`config.mk`:
```
export PLATFORM = sky130hd
export DESIGN_NAME = tos_top
export DESIGN_NICKNAME = d
export VERILOG_FILES = /design/src/logic/tos_pkg.sv /design/src/logic/tos_top.sv
export SDC_FILE = /design/constraint.sdc
export NUM_CORES = 1
export LEC_CHECK = 0
export ABC_AREA = 0
export BUFFER_PORTS_ARGS = -buffer_cell sky130_fd_sc_hd__buf_4
export CAP_MARGIN = 0
export CORE_ASPECT_RATIO = 1.25
export CORE_MARGIN = 2
export CORE_UTILIZATION = 59
export DETAILED_ROUTE_END_ITERATION = 12
export GPL_ROUTABILITY_DRIVEN = 0
export GPL_TIMING_DRIVEN = 0
export PLACE_DENSITY = 0.77
export SLEW_MARGIN = 20
export SYNTH_ARGS = -nofsm -noshare
export SYNTH_HDL_FRONTEND = slang
export SYNTH_SLANG_ARGS = --single-unit
```
`constraint.sdc`:
```
create_clock -name aclk -period 5.35 [get_ports aclk]
set_input_delay 0.535 -clock aclk [delete_from_list [all_inputs] [get_ports aclk]]
set_output_delay 0.535 -clock aclk [all_outputs]
set_load 0.005 [all_outputs]
```
`src/logic/tos_pkg.sv`:
```
// Package for the telegram output scheduler: register map, codes, timing.
// Assumes a 100 MHz clock and an AXI4-Lite register bus with 32-bit data.
package tos_pkg;
  // Clock
  localparam int CLK_MHZ = 100;
  localparam int CYC_PER_MS = CLK_MHZ * 1000;
  localparam int CYC_PER_S = CLK_MHZ * 1000000;
  // Byte addresses
  localparam logic [7:0] A_CTRL = 8'h00;
  localparam logic [7:0] A_INTERVAL = 8'h04;
  localparam logic [7:0] A_UNIT = 8'h08;
  localparam logic [7:0] A_PLAUS = 8'h0c;
  localparam logic [7:0] A_SRCMODE = 8'h10;
  localparam logic [7:0] A_RDELAY = 8'h14;
  localparam logic [7:0] A_RESTART = 8'h18;
  localparam logic [7:0] A_TIME = 8'h1c;
  localparam logic [7:0] A_DATE = 8'h20;
  localparam logic [7:0] A_SLEEP = 8'h24;
  localparam logic [7:0] A_TRIG = 8'h28;
  localparam logic [7:0] A_WARN = 8'h2c;
  localparam logic [7:0] A_AVG = 8'h30;
  localparam logic [7:0] A_SERIAL = 8'h34;
  localparam logic [7:0] A_STATUS = 8'h38;
  localparam logic [7:0] A_CMDDONE = 8'h3c;
  localparam logic [7:0] A_FWLOAD = 8'h40;
  // Control register fields
  localparam int CTRL_AUTO = 0;
  localparam int CTRL_CONFIG_ACCESS_LEVEL = 1;
  localparam int CTRL_FW_START = 2;
  // Ranges and reset values
  localparam logic [13:0] INTERVAL_MIN = 14'd10;
  localparam logic [13:0] INTERVAL_MAX = 14'd10000;
  localparam logic [13:0] INTERVAL_RST = 14'd100;
  localparam logic [1:0] UNIT_MAX = 2'd3;
  localparam logic [1:0] UNIT_RST = 2'd0;
  localparam logic [1:0] PLAUS_MIN = 2'd2;
  localparam logic [1:0] PLAUS_RST = 2'd2;
  localparam logic [2:0] SRC_MAX = 3'd5;
  localparam logic [2:0] SRC_RST = 3'd0;
  localparam logic [9:0] RDELAY_MAX = 10'd1000;
  localparam logic [9:0] RDELAY_RST = 10'd5;
  localparam logic [1:0] RESTART_WARM = 2'd1;
  localparam logic [1:0] RESTART_WDT = 2'd2;
  localparam logic [10:0] SLEEP_MAX = 11'd600;
  localparam logic [10:0] SLEEP_TRIG = 11'd1000;
  localparam logic [2:0] TRIG_MAX = 3'd4;
  localparam int WDT_S = 11;
  localparam int FWLOAD_MIN = 3;
  localparam int SLVERR = 2;
  localparam int OKAY = 0;
  // Trigger codes
  typedef enum logic [2:0] {
    TRG_OFF = 3'd0, TRG_RISE = 3'd1, TRG_FALL = 3'd2, TRG_HIGH = 3'd3, TRG_LOW = 3'd4
  } tos_trig_t;
  // Measured values carried together
  typedef struct packed {
    logic [15:0] speed;
    logic [15:0] dir;
  } tos_meas_t;
endpackage : tos_pkg

```
`src/logic/tos_top.sv`:
```
// Telegram output scheduler: autonomous/triggered telegrams, settings, sleep, watchdog.
// Assumes AXI4-Lite master, synchronous inputs, a serial transmitter with ready.
//
// Added by the designer: the AXI4-Lite register port and the register offsets.
`timescale 1ns/100ps
module tos_top
  import tos_pkg::*;
#(
  parameter int MS_CYC = CYC_PER_MS,
  parameter int S_CYC = CYC_PER_S,
  parameter logic [31:0] SERIAL_NUM = 32'h1234_5678 // Arbitrary value
)(
  // Clock and reset
  input wire logic aclk,
  input wire logic aresetn,
  // AXI4-Lite write
  input wire logic [7:0] s_axi_awaddr,
  input wire logic s_axi_awvalid,
  output logic s_axi_awready,
  input wire logic [31:0] s_axi_wdata,
  input wire logic [3:0] s_axi_wstrb,
  input wire logic s_axi_wvalid,
  output logic s_axi_wready,
  output logic [1:0] s_axi_bresp,
  output logic s_axi_bvalid,
  input wire logic s_axi_bready,
  // AXI4-Lite read
  input wire logic [7:0] s_axi_araddr,
  input wire logic s_axi_arvalid,
  output logic s_axi_arready,
  output logic [31:0] s_axi_rdata,
  output logic [1:0] s_axi_rresp,
  output logic s_axi_rvalid,
  input wire logic s_axi_rready,
  // Measurement and telegram stream
  input wire tos_meas_t meas_in,
  input wire logic meas_valid,
  input wire logic tx_ready,
  output logic tx_valid,
  output tos_meas_t tx_data,
  output logic reply_start,
  // Control line and status
  input wire logic ctrl_line,
  input wire logic fault,
  input wire logic [15:0] wind_speed,
  output logic pullup_on,
  output logic proc_clk_en,
  output logic avg_period_used_ms_unused,
  output logic [13:0] avg_period_ms,
  output logic sys_restart
);
  // Settings
  logic [1:0] ctrl_ff;
  logic [13:0] interval_ff;
  logic [1:0] unit_ff;
  logic [1:0] plaus_ff;
  logic [2:0] src_ff;
  logic [9:0] rdelay_ff;
  logic [23:0] time_ff;
  logic [23:0] date_ff;
  logic [10:0] sleep_ff;
  logic [2:0] trig_ff;
  logic [15:0] warn_ff;
  logic [13:0] avg_ff;
  logic wdt_stop_ff;
  logic fw_ff;
  logic warm_ff;
  // Bus state
  logic aw_ff, w_ff;
  logic [7:0] awaddr_ff;
  logic [31:0] wdata_ff;
  logic bvalid_ff;
  logic [1:0] bresp_ff;
  logic rvalid_ff;
  logic [31:0] rdata_ff;
  logic [1:0] rresp_ff;
  logic wr_go, wr_ok, config_access_level;
  logic [31:0] wd;
  // Scheduler state
  logic [31:0] ms_cnt_ff, s_cnt_ff;
  logic ms_tick, s_tick;
  logic [13:0] iv_cnt_ff;
  logic [10:0] sl_cnt_ff;
  logic ctrl_d_ff;
  logic trig_hit, due;
  tos_meas_t latest_ff;
  logic tx_valid_ff;
  tos_meas_t tx_data_ff;
  logic [15:0] drop_ff;
  logic alarm_ff;
  logic [9:0] rd_cnt_ff;
  logic rd_busy_ff;
  logic reply_ff;
  logic [7:0] wdt_cnt_ff;
  logic [7:0] fw_cnt_ff;
  logic sleep_meas_ff;

  // BCD check on a two-digit field; used for time and date
  function automatic logic bcd_ok(input logic [7:0] v, input logic [7:0] max);
    bcd_ok = (v[3:0] <= 4'd9) && (v[7:4] <= 4'd9) && (v <= max);
  endfunction : bcd_ok

  assign config_access_level = ctrl_ff[CTRL_CONFIG_ACCESS_LEVEL];
  assign s_axi_awready = !aw_ff && !bvalid_ff;
  assign s_axi_wready = !w_ff && !bvalid_ff;
  assign s_axi_bvalid = bvalid_ff;
  assign s_axi_bresp = bresp_ff;
  assign s_axi_arready = !rvalid_ff;
  assign s_axi_rvalid = rvalid_ff;
  assign s_axi_rdata = rdata_ff;
  assign s_axi_rresp = rresp_ff;
  assign wr_go = aw_ff && w_ff && !bvalid_ff;
  assign wd = wdata_ff;

  // Write address and data capture in either order
  always_ff @(posedge aclk)
  begin
    if (!aresetn || warm_ff)
    begin
      aw_ff <= 1'b0;
      w_ff <= 1'b0;
      awaddr_ff <= 8'h00;
      wdata_ff <= 32'h0000_0000;
    end
    else
    begin
      if (s_axi_awvalid && s_axi_awready)
      begin
        aw_ff <= 1'b1;
        awaddr_ff <= s_axi_awaddr;
      end
      if (s_axi_wvalid && s_axi_wready)
      begin
        w_ff <= 1'b1;
        wdata_ff <= s_axi_wdata;
      end
      if (wr_go)
      begin
        aw_ff <= 1'b0;
        w_ff <= 1'b0;
      end
    end
  end

  // Write legality: config_access_level gate and range checks
  always_comb
  begin
    wr_ok = 1'b0;
    case (awaddr_ff)
      A_CTRL: wr_ok = 1'b1;
      A_INTERVAL: wr_ok = config_access_level && (wd[13:0] == 14'd0 || (wd[13:0] >= INTERVAL_MIN
        && wd[13:0] <= INTERVAL_MAX)) && wd[31:14] == 18'd0;
      A_UNIT: wr_ok = config_access_level && wd[31:2] == 30'd0;
      A_PLAUS: wr_ok = config_access_level && wd[31:2] == 30'd0 && wd[1:0] >= PLAUS_MIN;
      A_SRCMODE: wr_ok = config_access_level && wd[31:3] == 29'd0 && wd[2:0] <= SRC_MAX;
      A_RDELAY: wr_ok = config_access_level && wd[31:10] == 22'd0 && wd[9:0] <= RDELAY_MAX;
      A_RESTART: wr_ok = config_access_level && (wd == 32'd1 || wd == 32'd2);
      A_TIME: wr_ok = config_access_level && wd[31:24] == 8'd0 && bcd_ok(wd[23:16], 8'h23)
        && bcd_ok(wd[15:8], 8'h59) && bcd_ok(wd[7:0], 8'h59);
      A_DATE: wr_ok = config_access_level && wd[31:24] == 8'd0 && bcd_ok(wd[23:16], 8'h31)
        && wd[23:16] != 8'h00 && bcd_ok(wd[15:8], 8'h12) && wd[15:8] != 8'h00
        && bcd_ok(wd[7:0], 8'h99);
      A_SLEEP: wr_ok = config_access_level && (wd[31:0] <= 32'(SLEEP_MAX) || wd == 32'(SLEEP_TRIG));
      A_TRIG: wr_ok = config_access_level && wd[31:3] == 29'd0 && wd[2:0] <= TRIG_MAX;
      A_WARN: wr_ok = config_access_level && wd[31:16] == 16'd0;
      A_AVG: wr_ok = config_access_level && wd[31:14] == 18'd0;
      A_CMDDONE: wr_ok = 1'b1;
      A_FWLOAD: wr_ok = config_access_level;
      default: wr_ok = 1'b0;
    endcase
  end

  // Write response; refused writes answer SLVERR
  always_ff @(posedge aclk)
  begin
    if (!aresetn || warm_ff)
    begin
      bvalid_ff <= 1'b0;
      bresp_ff <= 2'(OKAY);
    end
    else if (wr_go)
    begin
      bvalid_ff <= 1'b1;
      bresp_ff <= wr_ok ? 2'(OKAY) : 2'(SLVERR);
    end
    else if (s_axi_bready)
      bvalid_ff <= 1'b0;
  end

  // Setting registers; warm restart reloads power-up values
  always_ff @(posedge aclk)
  begin
    if (!aresetn || warm_ff)
    begin
      ctrl_ff <= 2'b00;
      interval_ff <= INTERVAL_RST;
      unit_ff <= UNIT_RST;
      plaus_ff <= PLAUS_RST;
      src_ff <= SRC_RST;
      rdelay_ff <= RDELAY_RST;
      sleep_ff <= 11'd0;
      trig_ff <= 3'd0;
      warn_ff <= 16'h0000;
      avg_ff <= 14'd0;
    end
    else if (wr_go && wr_ok)
    begin
      case (awaddr_ff)
        A_CTRL: ctrl_ff <= wd[1:0];
        A_INTERVAL: interval_ff <= wd[13:0];
        A_UNIT: unit_ff <= wd[1:0];
        A_PLAUS: plaus_ff <= wd[1:0];
        A_SRCMODE: src_ff <= wd[2:0];
        A_RDELAY: rdelay_ff <= wd[9:0];
        A_SLEEP: sleep_ff <= wd[10:0];
        A_TRIG: trig_ff <= wd[2:0];
        A_WARN: warn_ff <= wd[15:0];
        A_AVG: avg_ff <= wd[13:0];
        default: ctrl_ff <= ctrl_ff;
      endcase
    end
  end

  // Restart commands and firmware-load entry
  always_ff @(posedge aclk)
  begin
    if (!aresetn || warm_ff)
    begin
      warm_ff <= 1'b0;
      wdt_stop_ff <= 1'b0;
      fw_ff <= 1'b0;
    end
    else
    begin
      if (wr_go && wr_ok && awaddr_ff == A_RESTART)
      begin
        warm_ff <= (wd[1:0] == RESTART_WARM);
        wdt_stop_ff <= (wd[1:0] == RESTART_WDT);
      end
      if (wr_go && wr_ok && awaddr_ff == A_FWLOAD)
        fw_ff <= 1'b1;
      if (wr_go && wr_ok && awaddr_ff == A_CTRL && wd[CTRL_FW_START])
        fw_ff <= 1'b0; // Upload began; timeout cancelled
      if ((wdt_stop_ff && wdt_cnt_ff == 8'(WDT_S)) ||
          (fw_ff && fw_cnt_ff == 8'(FWLOAD_MIN * 60)))
        warm_ff <= 1'b1;
    end
  end

  // Watchdog and firmware-load timeouts in seconds
  always_ff @(posedge aclk)
  begin
    if (!aresetn || warm_ff)
    begin
      wdt_cnt_ff <= 8'd0;
      fw_cnt_ff <= 8'd0;
    end
    else if (s_tick)
    begin
      if (wdt_stop_ff)
        wdt_cnt_ff <= wdt_cnt_ff + 8'd1;
      if (fw_ff)
        fw_cnt_ff <= fw_cnt_ff + 8'd1;
    end
  end
  assign sys_restart = warm_ff;

  // Clock/calendar held exactly as written; no daylight-saving logic
  always_ff @(posedge aclk)
  begin
    if (!aresetn)
    begin
      time_ff <= 24'h000000;
      date_ff <= 24'h010100;
    end
    else if (wr_go && wr_ok && awaddr_ff == A_TIME)
      time_ff <= wd[23:0];
    else if (wr_go && wr_ok && awaddr_ff == A_DATE)
      date_ff <= wd[23:0];
  end

  // Read path; serial needs no access key
  always_ff @(posedge aclk)
  begin
    if (!aresetn || warm_ff)
    begin
      rvalid_ff <= 1'b0;
      rdata_ff <= 32'h0000_0000;
      rresp_ff <= 2'(OKAY);
    end
    else if (s_axi_arvalid && s_axi_arready)
    begin
      rvalid_ff <= 1'b1;
      rresp_ff <= 2'(OKAY);
      case (s_axi_araddr)
        A_CTRL: rdata_ff <= {30'd0, ctrl_ff};
        A_INTERVAL: rdata_ff <= {18'd0, interval_ff};
        A_UNIT: rdata_ff <= {30'd0, unit_ff};
        A_PLAUS: rdata_ff <= {30'd0, plaus_ff};
        A_SRCMODE: rdata_ff <= {29'd0, src_ff};
        A_RDELAY: rdata_ff <= {22'd0, rdelay_ff};
        A_TIME: rdata_ff <= {8'd0, time_ff};
        A_DATE: rdata_ff <= {8'd0, date_ff};
        A_SLEEP: rdata_ff <= {21'd0, sleep_ff};
        A_TRIG: rdata_ff <= {29'd0, trig_ff};
        A_WARN: rdata_ff <= {16'd0, warn_ff};
        A_AVG: rdata_ff <= {18'd0, avg_ff};
        A_SERIAL: rdata_ff <= SERIAL_NUM;
        A_STATUS: rdata_ff <= {drop_ff, 12'd0, fw_ff, wdt_stop_ff, alarm_ff, rd_busy_ff};
        default:
        begin
          rdata_ff <= 32'h0000_0000;
          rresp_ff <= 2'(SLVERR);
        end
      endcase
    end
    else if (s_axi_rready)
      rvalid_ff <= 1'b0;
  end

  // Millisecond and second tick dividers
  always_ff @(posedge aclk)
  begin
    if (!aresetn)
    begin
      ms_cnt_ff <= 32'd0;
      s_cnt_ff <= 32'd0;
    end
    else
    begin
      ms_cnt_ff <= ms_tick ? 32'd0 : ms_cnt_ff + 32'd1;
      s_cnt_ff <= s_tick ? 32'd0 : s_cnt_ff + 32'd1;
    end
  end
  assign ms_tick = (ms_cnt_ff == 32'(MS_CYC - 1));
  assign s_tick = (s_cnt_ff == 32'(S_CYC - 1));

  // Interval and sleep-wake timers
  always_ff @(posedge aclk)
  begin
    if (!aresetn || warm_ff || (wr_go && wr_ok && awaddr_ff == A_INTERVAL))
      iv_cnt_ff <= 14'd0;
    else if (ms_tick)
      iv_cnt_ff <= (iv_cnt_ff + 14'd1 >= interval_ff) ? 14'd0 : iv_cnt_ff + 14'd1;
  end
  always_ff @(posedge aclk)
  begin
    if (!aresetn || warm_ff || sleep_ff == 11'd0 || sleep_ff == SLEEP_TRIG)
      sl_cnt_ff <= 11'd0;
    else if (s_tick)
      sl_cnt_ff <= (sl_cnt_ff + 11'd1 >= sleep_ff) ? 11'd0 : sl_cnt_ff + 11'd1;
  end

  // Trigger detection on the control line
  always_ff @(posedge aclk)
  begin
    if (!aresetn)
      ctrl_d_ff <= 1'b0;
    else
      ctrl_d_ff <= ctrl_line;
  end
  always_comb
  begin
    case (tos_trig_t'(trig_ff))
      TRG_RISE: trig_hit = ctrl_line && !ctrl_d_ff;
      TRG_FALL: trig_hit = !ctrl_line && ctrl_d_ff;
      TRG_HIGH: trig_hit = ctrl_line && ms_tick;
      TRG_LOW: trig_hit = !ctrl_line && ms_tick;
      default: trig_hit = 1'b0;
    endcase
  end

  // Telegram due: sleep timer, else trigger when interval zero or sleep 1000, else timer when interval nonzero and auto set
  always_comb
  begin
    if (sleep_ff != 11'd0 && sleep_ff != SLEEP_TRIG)
      due = s_tick && (sl_cnt_ff + 11'd1 >= sleep_ff);
    else if (sleep_ff == SLEEP_TRIG || interval_ff == 14'd0)
      due = trig_hit;
    else
      due = ctrl_ff[CTRL_AUTO] && ms_tick && (iv_cnt_ff + 14'd1 >= interval_ff);
  end

  // Latest measurement kept and repeated in every telegram
  always_ff @(posedge aclk)
  begin
    if (!aresetn)
      latest_ff <= '0;
    else if (meas_valid)
      latest_ff <= meas_in;
  end

  // Telegram handoff; a due telegram while busy is dropped and counted
  always_ff @(posedge aclk)
  begin
    if (!aresetn || warm_ff)
    begin
      tx_valid_ff <= 1'b0;
      tx_data_ff <= '0;
      drop_ff <= 16'd0;
    end
    else
    begin
      if (tx_valid_ff && tx_ready)
        tx_valid_ff <= 1'b0;
      if (due && (tx_valid_ff || !tx_ready))
        drop_ff <= drop_ff + 16'd1;
      else if (due)
      begin
        tx_valid_ff <= 1'b1;
        tx_data_ff <= latest_ff;
      end
    end
  end
  assign tx_valid = tx_valid_ff;
  assign tx_data = tx_data_ff;

  // Response delay after a command ends
  always_ff @(posedge aclk)
  begin
    if (!aresetn || warm_ff)
    begin
      rd_busy_ff <= 1'b0;
      rd_cnt_ff <= 10'd0;
      reply_ff <= 1'b0;
    end
    else
    begin
      reply_ff <= 1'b0;
      if (wr_go && wr_ok && awaddr_ff == A_CMDDONE)
      begin
        rd_busy_ff <= 1'b1;
        rd_cnt_ff <= 10'd0;
      end
      else if (rd_busy_ff && (rd_cnt_ff >= rdelay_ff))
      begin
        rd_busy_ff <= 1'b0;
        reply_ff <= 1'b1;
      end
      else if (rd_busy_ff && ms_tick)
        rd_cnt_ff <= rd_cnt_ff + 10'd1;
    end
  end
  assign reply_start = reply_ff;

  // Wind alarm hysteresis, thresholds in 0.1 m/s, upper in high byte
  always_ff @(posedge aclk)
  begin
    if (!aresetn || warm_ff)
      alarm_ff <= 1'b0;
    else if (wind_speed > {8'd0, warn_ff[15:8]})
      alarm_ff <= 1'b1;
    else if (wind_speed < {8'd0, warn_ff[7:0]})
      alarm_ff <= 1'b0;
  end

  // Sleep: processor clock only runs around a measurement
  always_ff @(posedge aclk)
  begin
    if (!aresetn)
      sleep_meas_ff <= 1'b0;
    else
      sleep_meas_ff <= due || meas_valid;
  end
  assign proc_clk_en = (sleep_ff == 11'd0) || sleep_meas_ff || due;

  // Pull-up source by mode, always off in sleep
  always_comb
  begin
    case (src_ff)
      3'd1: pullup_on = 1'b1;
      3'd2: pullup_on = alarm_ff;
      3'd3: pullup_on = !alarm_ff;
      3'd4: pullup_on = fault;
      3'd5: pullup_on = !fault;
      default: pullup_on = 1'b0;
    endcase
    if (sleep_ff != 11'd0)
      pullup_on = 1'b0;
  end

  // Averaging period falls back to the output interval
  assign avg_period_ms = (avg_ff == 14'd0) ? interval_ff : avg_ff;
  assign avg_period_used_ms_unused = (avg_ff == 14'd0);

  // Checks
  AST_DROP: assert property (@(posedge aclk) disable iff (!aresetn)
    due && (tx_valid_ff || !tx_ready) && !warm_ff |=> drop_ff == $past(drop_ff) + 16'd1)
    else $error("busy telegram not dropped");
  AST_NOADMIN: assert property (@(posedge aclk) disable iff (!aresetn)
    wr_go && !config_access_level && awaddr_ff == A_UNIT && !warm_ff |=> $stable(unit_ff))
    else $error("write accepted without access");
  AST_SLEEP_PU: assert property (@(posedge aclk) disable iff (!aresetn)
    sleep_ff != 11'd0 |-> !pullup_on) else $error("pull-up in sleep");
  AST_AVG: assert property (@(posedge aclk) disable iff (!aresetn)
    avg_ff == 14'd0 |-> avg_period_ms == interval_ff) else $error("avg fallback");
  AST_TRIGONLY: assert property (@(posedge aclk) disable iff (!aresetn)
    interval_ff == 14'd0 && sleep_ff == 11'd0 && trig_ff == 3'd0 |-> !due)
    else $error("timer telegram with zero interval");
  // Between the thresholds a set alarm must stay set
  AST_ALARM_HOLD: assert property (@(posedge aclk) disable iff (!aresetn)
    alarm_ff && wind_speed >= {8'd0, warn_ff[7:0]} && !warm_ff |=> alarm_ff)
    else $error("wind alarm cleared inside hysteresis");
endmodule : tos_top

```
Word level (Yosys, flattened, before mapping). Cells that the tools add are included.

Register bits after elaboration: 409. Output and inout port bits: 93. Logic and storage cells: 278.

$add $sub $neg: 8. $lt $le $gt $ge: 24. Equality and inequality tests: 47. Multiplexer cells: 26. Bitwise logic cells: 4. Reduce and logical (&&, ||, !) cells: 127.

Operators with widths (number): $pmux 32 s14 (1); $eq 8x6->1 const B (13); $add 32x1->32 const B (2); $logic_and 1x1->1 (62); $eq 8x5->1 const B (7); $logic_not 14->1 (3); $eq 8x4->1 const B (5); $eq 32x1->1 const B (1); $eq 32x10->1 const B (1); $eq 32x17->1 const B (1); $eq 32x2->1 const B (1); $eq 32x27->1 const B (1); $le 32x10->1 const B (1); $logic_not 30->1 (1); $reduce_and 2->1 (15); $logic_not 29->1 (1); $mux 14 (2); $le 4x4->1 const B (6); $logic_not 8->1 (3); $logic_not 22->1 (1); $logic_not 18->1 (1); $mux 1 (17); $add 16x1->16 const B (1); $add 8x1->8 const B (2); 42 further kinds (87).

Logic depth before layout (Yosys ltp).
Depth after elaboration: 13. Gate-level depth with buffers: 15.

Worst setup path before layout. Ideal clock, no wire load.

Kind: flip-flop to output port. Start: register iv_cnt_ff[0]. End: output proc_clk_en. Arrival time: 3.373 ns. Slack: 1.442 ns. Stages on the path, launching flop included: 16. Path buffers: 2. Cell sequence: dfxtp_1 ha_1 and3_1 and3_1 clkbuf_1 nand3_1 xnor2_1 ha_1 a21oi_1 a21oi_1 a2111oi_0 o21ai_1 nand3_1 clkbuf_1 nand2_1 a211o_1.

Longest elaborated chain between the ends: 6.

RTL lines: from (decl) (RTL line tos_top.sv:82) `logic [13:0] iv_cnt_ff;`; from (signal assigned) (RTL line tos_top.sv:344) `iv_cnt_ff <= (iv_cnt_ff + 14'd1 >= interval_ff) ? 14'd0 : iv_cnt_ff + 14'd1;`; $add 14x1->14 (RTL line tos_top.sv:381) `due = ctrl_ff[CTRL_AUTO] && ms_tick && (iv_cnt_ff + 14'd1 >= interval_ff);`; $ge 14x14->1 (RTL line tos_top.sv:381); $logic_and 1x1->1 (RTL line tos_top.sv:381); $mux 1 (RTL line tos_top.sv:378) `else if (sleep_ff == SLEEP_TRIG || interval_ff == 14'd0)`; $mux 1 (RTL line tos_top.sv:376) `if (sleep_ff != 11'd0 && sleep_ff != SLEEP_TRIG)`; $logic_or 1x1->1 (RTL line tos_top.sv:465) `assign proc_clk_en = (sleep_ff == 11'd0) || sleep_meas_ff || due;`; to (decl) (RTL line tos_top.sv:47) `output logic proc_clk_en,`.

Every way passes these cells.

Final worst setup path. Same ends and word-level chain as after synthesis.

==> results.txt <==
The synthesized design spends more area on one cell type than any other, namely sky130_fd_sc_hd__dfxtp_1. For the netlist area before placement, the log shows 19400 um^2. The root buffer cell chosen for the clock tree is sky130_fd_sc_hd__clkbuf_16. Clock latency on the worst-skew pair, taken at its later pin, is 0.57 ns. In this run the tightest slew margin relative to its limit is 18.3%. For this design, the sink count on the clock tree is 407. The logs give 46.6% for the sequential share of power and 0 for the max-slew violation total from the final report. The sequential area share after synthesis came out at 41.9%. The power share of the clock group was 46.6%.

The run gives 32600 um^2 as the area of the core. The run gives 34400 um^2 as the die area. The count of nets left with antenna violations once routing finished came out at 0. The tools report the timing endpoint of the critical path as proc_clk_en. The most instantiated flip-flop cell in the synthesis netlist was sky130_fd_sc_hd__dfxtp_1. Final standard cell area without fillers: 22900 um^2.

The tools report the utilization of the core after routing as 70.3%. Routed length per instance: 20.0 um. Measured along the y axis, the die boundary spans 207 um. For this run, design rule violations remaining after detail routing come to 0. The number of hold violations in the final report is 0, and the final setup skew is 0.0140 ns. Path class of the lowest-slack min-delay path: in -> reg.

STA classifies the critical path endpoint as an output port. The tools report the overall track demand over capacity in global routing as 33.5%. The number of library cell types mapped by synthesis came out at 71. The layout-stage area growth over the synthesis result was 17.9%; the data required time of the critical path was 4.82 ns. The worst-case IR drop observed on VDD is 0.262 mV. For the number of placement rows, the log shows 74.

The worst register-to-register path has a depth of 14. The combinational cell fraction of total power is 6.9%, and the sum of net half-perimeters after detailed placement is 44400 um. The number of antenna violations at the first check in global routing was 0.

In this run the power spent charging and discharging nets is 1.61 mW. The share of layout cells above drive strength 1 was 11.7%; the total number of vias was 18082. The number of enable flip-flop cells after synthesis was 0; the first-pass GRT wire length was 92300 um. The pin count of the biggest net entering global routing came out at 18. In this run the critical register-to-register path is launched from iv_cnt_ff[0]. The routed design has 59500 um of wire. The filler-free cell count of the finished design was 2980; the residual overflow from global routing was 0. At the pin with the least slew margin, the transition time is 1.21 ns. The count of buffers added by post-CTS timing repair for setup is 0. The detailed router finished its first iteration with 1645 violations.

After technology mapping, the gate count stands at 2292. The most common cell in the synthesized netlist is sky130_fd_sc_hd__nand2_1. Setup violations remaining at the end of the flow were counted as 0.

Static timing analysis puts the maximum clock frequency at 195 MHz. The via count of the first global-routing pass was 17480; the number of cells on the worst hold path was 3. The register clock-pin slew on the reported worst setup and hold paths came out at 0.06 ns.

After routing, the total negative slack on setup checks comes to 0 ns. The tools report the timing startpoint of the critical path as iv_cnt_ff[0]. Port buffering added 195 buffers. After synthesis the netlist holds a flip-flop and latch count of 407. The kind of critical path was reg -> out. The run finished with clean final reports. After detailed placement, the total cell area comes to 21400 um^2.

The logs give 0 for the count of maximum capacitance violations and 0.220 ns for the post-route worst hold slack. Subtracting the final worst setup slack from the clock period gives 5.12 ns. The average instance in the mapped netlist occupies 8.48 um^2. In this run the critical register-to-register path is captured at tx_data[3].

TritonCTS built the clock tree. Ranked by total cell area, the synthesized netlist is headed by sky130_fd_sc_hd__dfxtp_1 (42%), sky130_fd_sc_hd__mux2i_1 (9.4%), sky130_fd_sc_hd__nand2_1 (8.0%), sky130_fd_sc_hd__ha_1 (3.8%), sky130_fd_sc_hd__nor2_1 (3.5%). In this run the deepest clock path goes through 3 buffers. The switching fraction of total power is 24.2%, and the area fraction of the dominant cell type after synthesis is 41.9%.

The static leakage power was 9.27 nW. Using the TritonRoute via totals, the vias-per-cell ratio works out to 6.07. The count of synthesis-stage warnings from yosys is 0, and the fraction of registers with async set/reset is 0%. The first TritonRoute pass finished after 6 iterations. The commonest cells after synthesis are sky130_fd_sc_hd__nand2_1 (412), sky130_fd_sc_hd__dfxtp_1 (407), sky130_fd_sc_hd__mux2i_1 (182), sky130_fd_sc_hd__nor2_1 (182), sky130_fd_sc_hd__a21oi_1 (130).

For the final total power, the log shows 6.68 mW. Of all nets on the critical path, the largest fanout is 17. Setup repair after global routing left no endpoint under its margin. Clock tree synthesis inserted a total of 41 buffers.

Setup slack on the worst reg-to-reg path comes out at 1.24 ns. For the layout net count, the log shows 2700. Die width: 166 um. Number of cells in the design after placement: 2906. For the internal power consumption, the log shows 5.06 mW. Power density relative to cell area: 291 nW/um^2. Initial standard-cell utilization of the core: 59.6%. The share of the clock period used by the worst path after layout is 95.6%. The setup slack after layout came out at 0.233 ns. Before CTS, the worst setup slack after placement is 0.425 ns. In this run the count of I/O pins placed on the die edge is 204. The H-tree generated during clock tree synthesis spans 2 levels. The number of antenna diodes in the final layout is 0. For the worst path arrival time, the log shows 4.58 ns. Nature of the critical path startpoint: a flip-flop.
==> cells by family after synthesis <==
| kind of cell | share of synthesized area [%] |
|---|---|
| and+or+nand+nor | 24.1 |
| DFF | 41.9 |
| other | 0.0193 |
| adders and majority gates | 3.80 |
| buffers and inverters | 4.26 |
| muxes | 9.43 |
| xor gates and xnor gates | 5.09 |
| AOI/OAI and AO/OA | 11.3 |
==> cell type report <==
class | instances | area, um^2
Multi-Input combinational cell | 1677 | 10500
Timing Repair Buffer | 195 | 1460
Sequential cell | 407 | 8150
Clock inverter | 27 | 363
Tap cell | 418 | 523
Inverter | 68 | 255
Buffer | 140 | 568
Fill cell | 2646 | 9680
Clock buffer | 48 | 1090
==> critical path: stages (launching register included) <==
cell                        delay, ns
sky130_fd_sc_hd__dfxtp_1         0.43
sky130_fd_sc_hd__ha_1            0.27
sky130_fd_sc_hd__and3_1          0.20
sky130_fd_sc_hd__and3_1          0.15
sky130_fd_sc_hd__clkbuf_1        0.27
sky130_fd_sc_hd__nand3_1         0.15
sky130_fd_sc_hd__xnor2_1         0.25
sky130_fd_sc_hd__ha_1            0.30
sky130_fd_sc_hd__a21oi_1         0.16
sky130_fd_sc_hd__a21oi_1         0.08
sky130_fd_sc_hd__a2111oi_0       0.44
sky130_fd_sc_hd__o21ai_1         0.34
sky130_fd_sc_hd__nand3_4         0.31
sky130_fd_sc_hd__nand2_1         0.20
sky130_fd_sc_hd__a211o_1         0.31
sky130_fd_sc_hd__buf_4           0.14
==> metal layers <==
layer	GRT usage (%)	part of all wire (%)	up-vias
met3	6.48	9.2	256
met4	20.0	6.3	0
li1	-	-	8462
met5	0	0	-
met2	58.2	47	930
met1	38.7	37	8434
==> what timing repair did <==
item / in CTS / in global routing
gates cloned: 0 / 0
endpoints found under the setup margin: 1 / 1
hold buffers: 0 / 0
gates resized for setup: 1 / 1
==> power by group through the flow <==
| stage | registers, mW | logic (mW) | clock network [mW] |
|---|---|---|---|
| 2_1_floorplan | 3.16 | 0.260 | 0 |
| 3_3_place_gp | 3.17 | 0.432 | 0 |
| 3_5_place_dp | 3.18 | 0.443 | 0 |
| 4_1_cts | 3.11 | 0.448 | 3.13 |
| 5_1_grt | 3.11 | 0.494 | 3.26 |
| 6_report | 3.11 | 0.459 | 3.11 |
==> cell usage in the layout, fill, tap and decap left out, types with 8 or more instances in the layout <==
cell type	count
sky130_fd_sc_hd__nand2_1	412
sky130_fd_sc_hd__dfxtp_1	407
sky130_fd_sc_hd__buf_4	197
sky130_fd_sc_hd__nor2_1	182
sky130_fd_sc_hd__mux2i_1	182
sky130_fd_sc_hd__a21oi_1	130
sky130_fd_sc_hd__clkbuf_1	126
sky130_fd_sc_hd__nand3_1	88
sky130_fd_sc_hd__xor2_1	72
sky130_fd_sc_hd__inv_1	68
sky130_fd_sc_hd__ha_1	59
sky130_fd_sc_hd__and3_1	51
sky130_fd_sc_hd__nand4_1	45
sky130_fd_sc_hd__xnor2_1	41
sky130_fd_sc_hd__nor2b_1	41
sky130_fd_sc_hd__clkbuf_16	41
sky130_fd_sc_hd__o21ai_0	37
sky130_fd_sc_hd__a22oi_1	32
sky130_fd_sc_hd__nand2b_1	27
sky130_fd_sc_hd__nor3_1	25
sky130_fd_sc_hd__nor4_1	24
sky130_fd_sc_hd__a21o_1	17
sky130_fd_sc_hd__a31oi_1	14
sky130_fd_sc_hd__and4_1	11
sky130_fd_sc_hd__o31ai_1	11
sky130_fd_sc_hd__a222oi_1	11
sky130_fd_sc_hd__and2_1	10
sky130_fd_sc_hd__or4_1	10
sky130_fd_sc_hd__o21a_1	10
sky130_fd_sc_hd__nor4b_1	10
sky130_fd_sc_hd__buf_2	10
sky130_fd_sc_hd__clkinv_2	9
sky130_fd_sc_hd__a221oi_1	8
sky130_fd_sc_hd__o22ai_1	8
==> worst min path at each step <==
| stage | from | end | slack (ns) |
|---|---|---|---|
| finish | s_axi_wdata[26] | wd[26] | 0.22 |
| global placement | plaus_ff[1] | plaus_ff[1] | 0.44 |
| global route | s_axi_awaddr[6] | awaddr_ff[6] | 0.22 |
| floorplan | plaus_ff[1] | plaus_ff[1] | 0.42 |
| CTS | s_axi_wdata[21] | wd[21] | 0.22 |
| detailed placement | plaus_ff[1] | plaus_ff[1] | 0.44 |
==> state kept, by name, indices dropped and copies added (netlist names), 24 cells and up <==
name / cells
date_ff: 24
s_axi_rdata: 32
latest_ff: 32
ms_cnt_ff: 32
wd: 32
time_ff: 24
tx_data: 32
s_cnt_ff: 32
(Power assumes the default switching activity.)
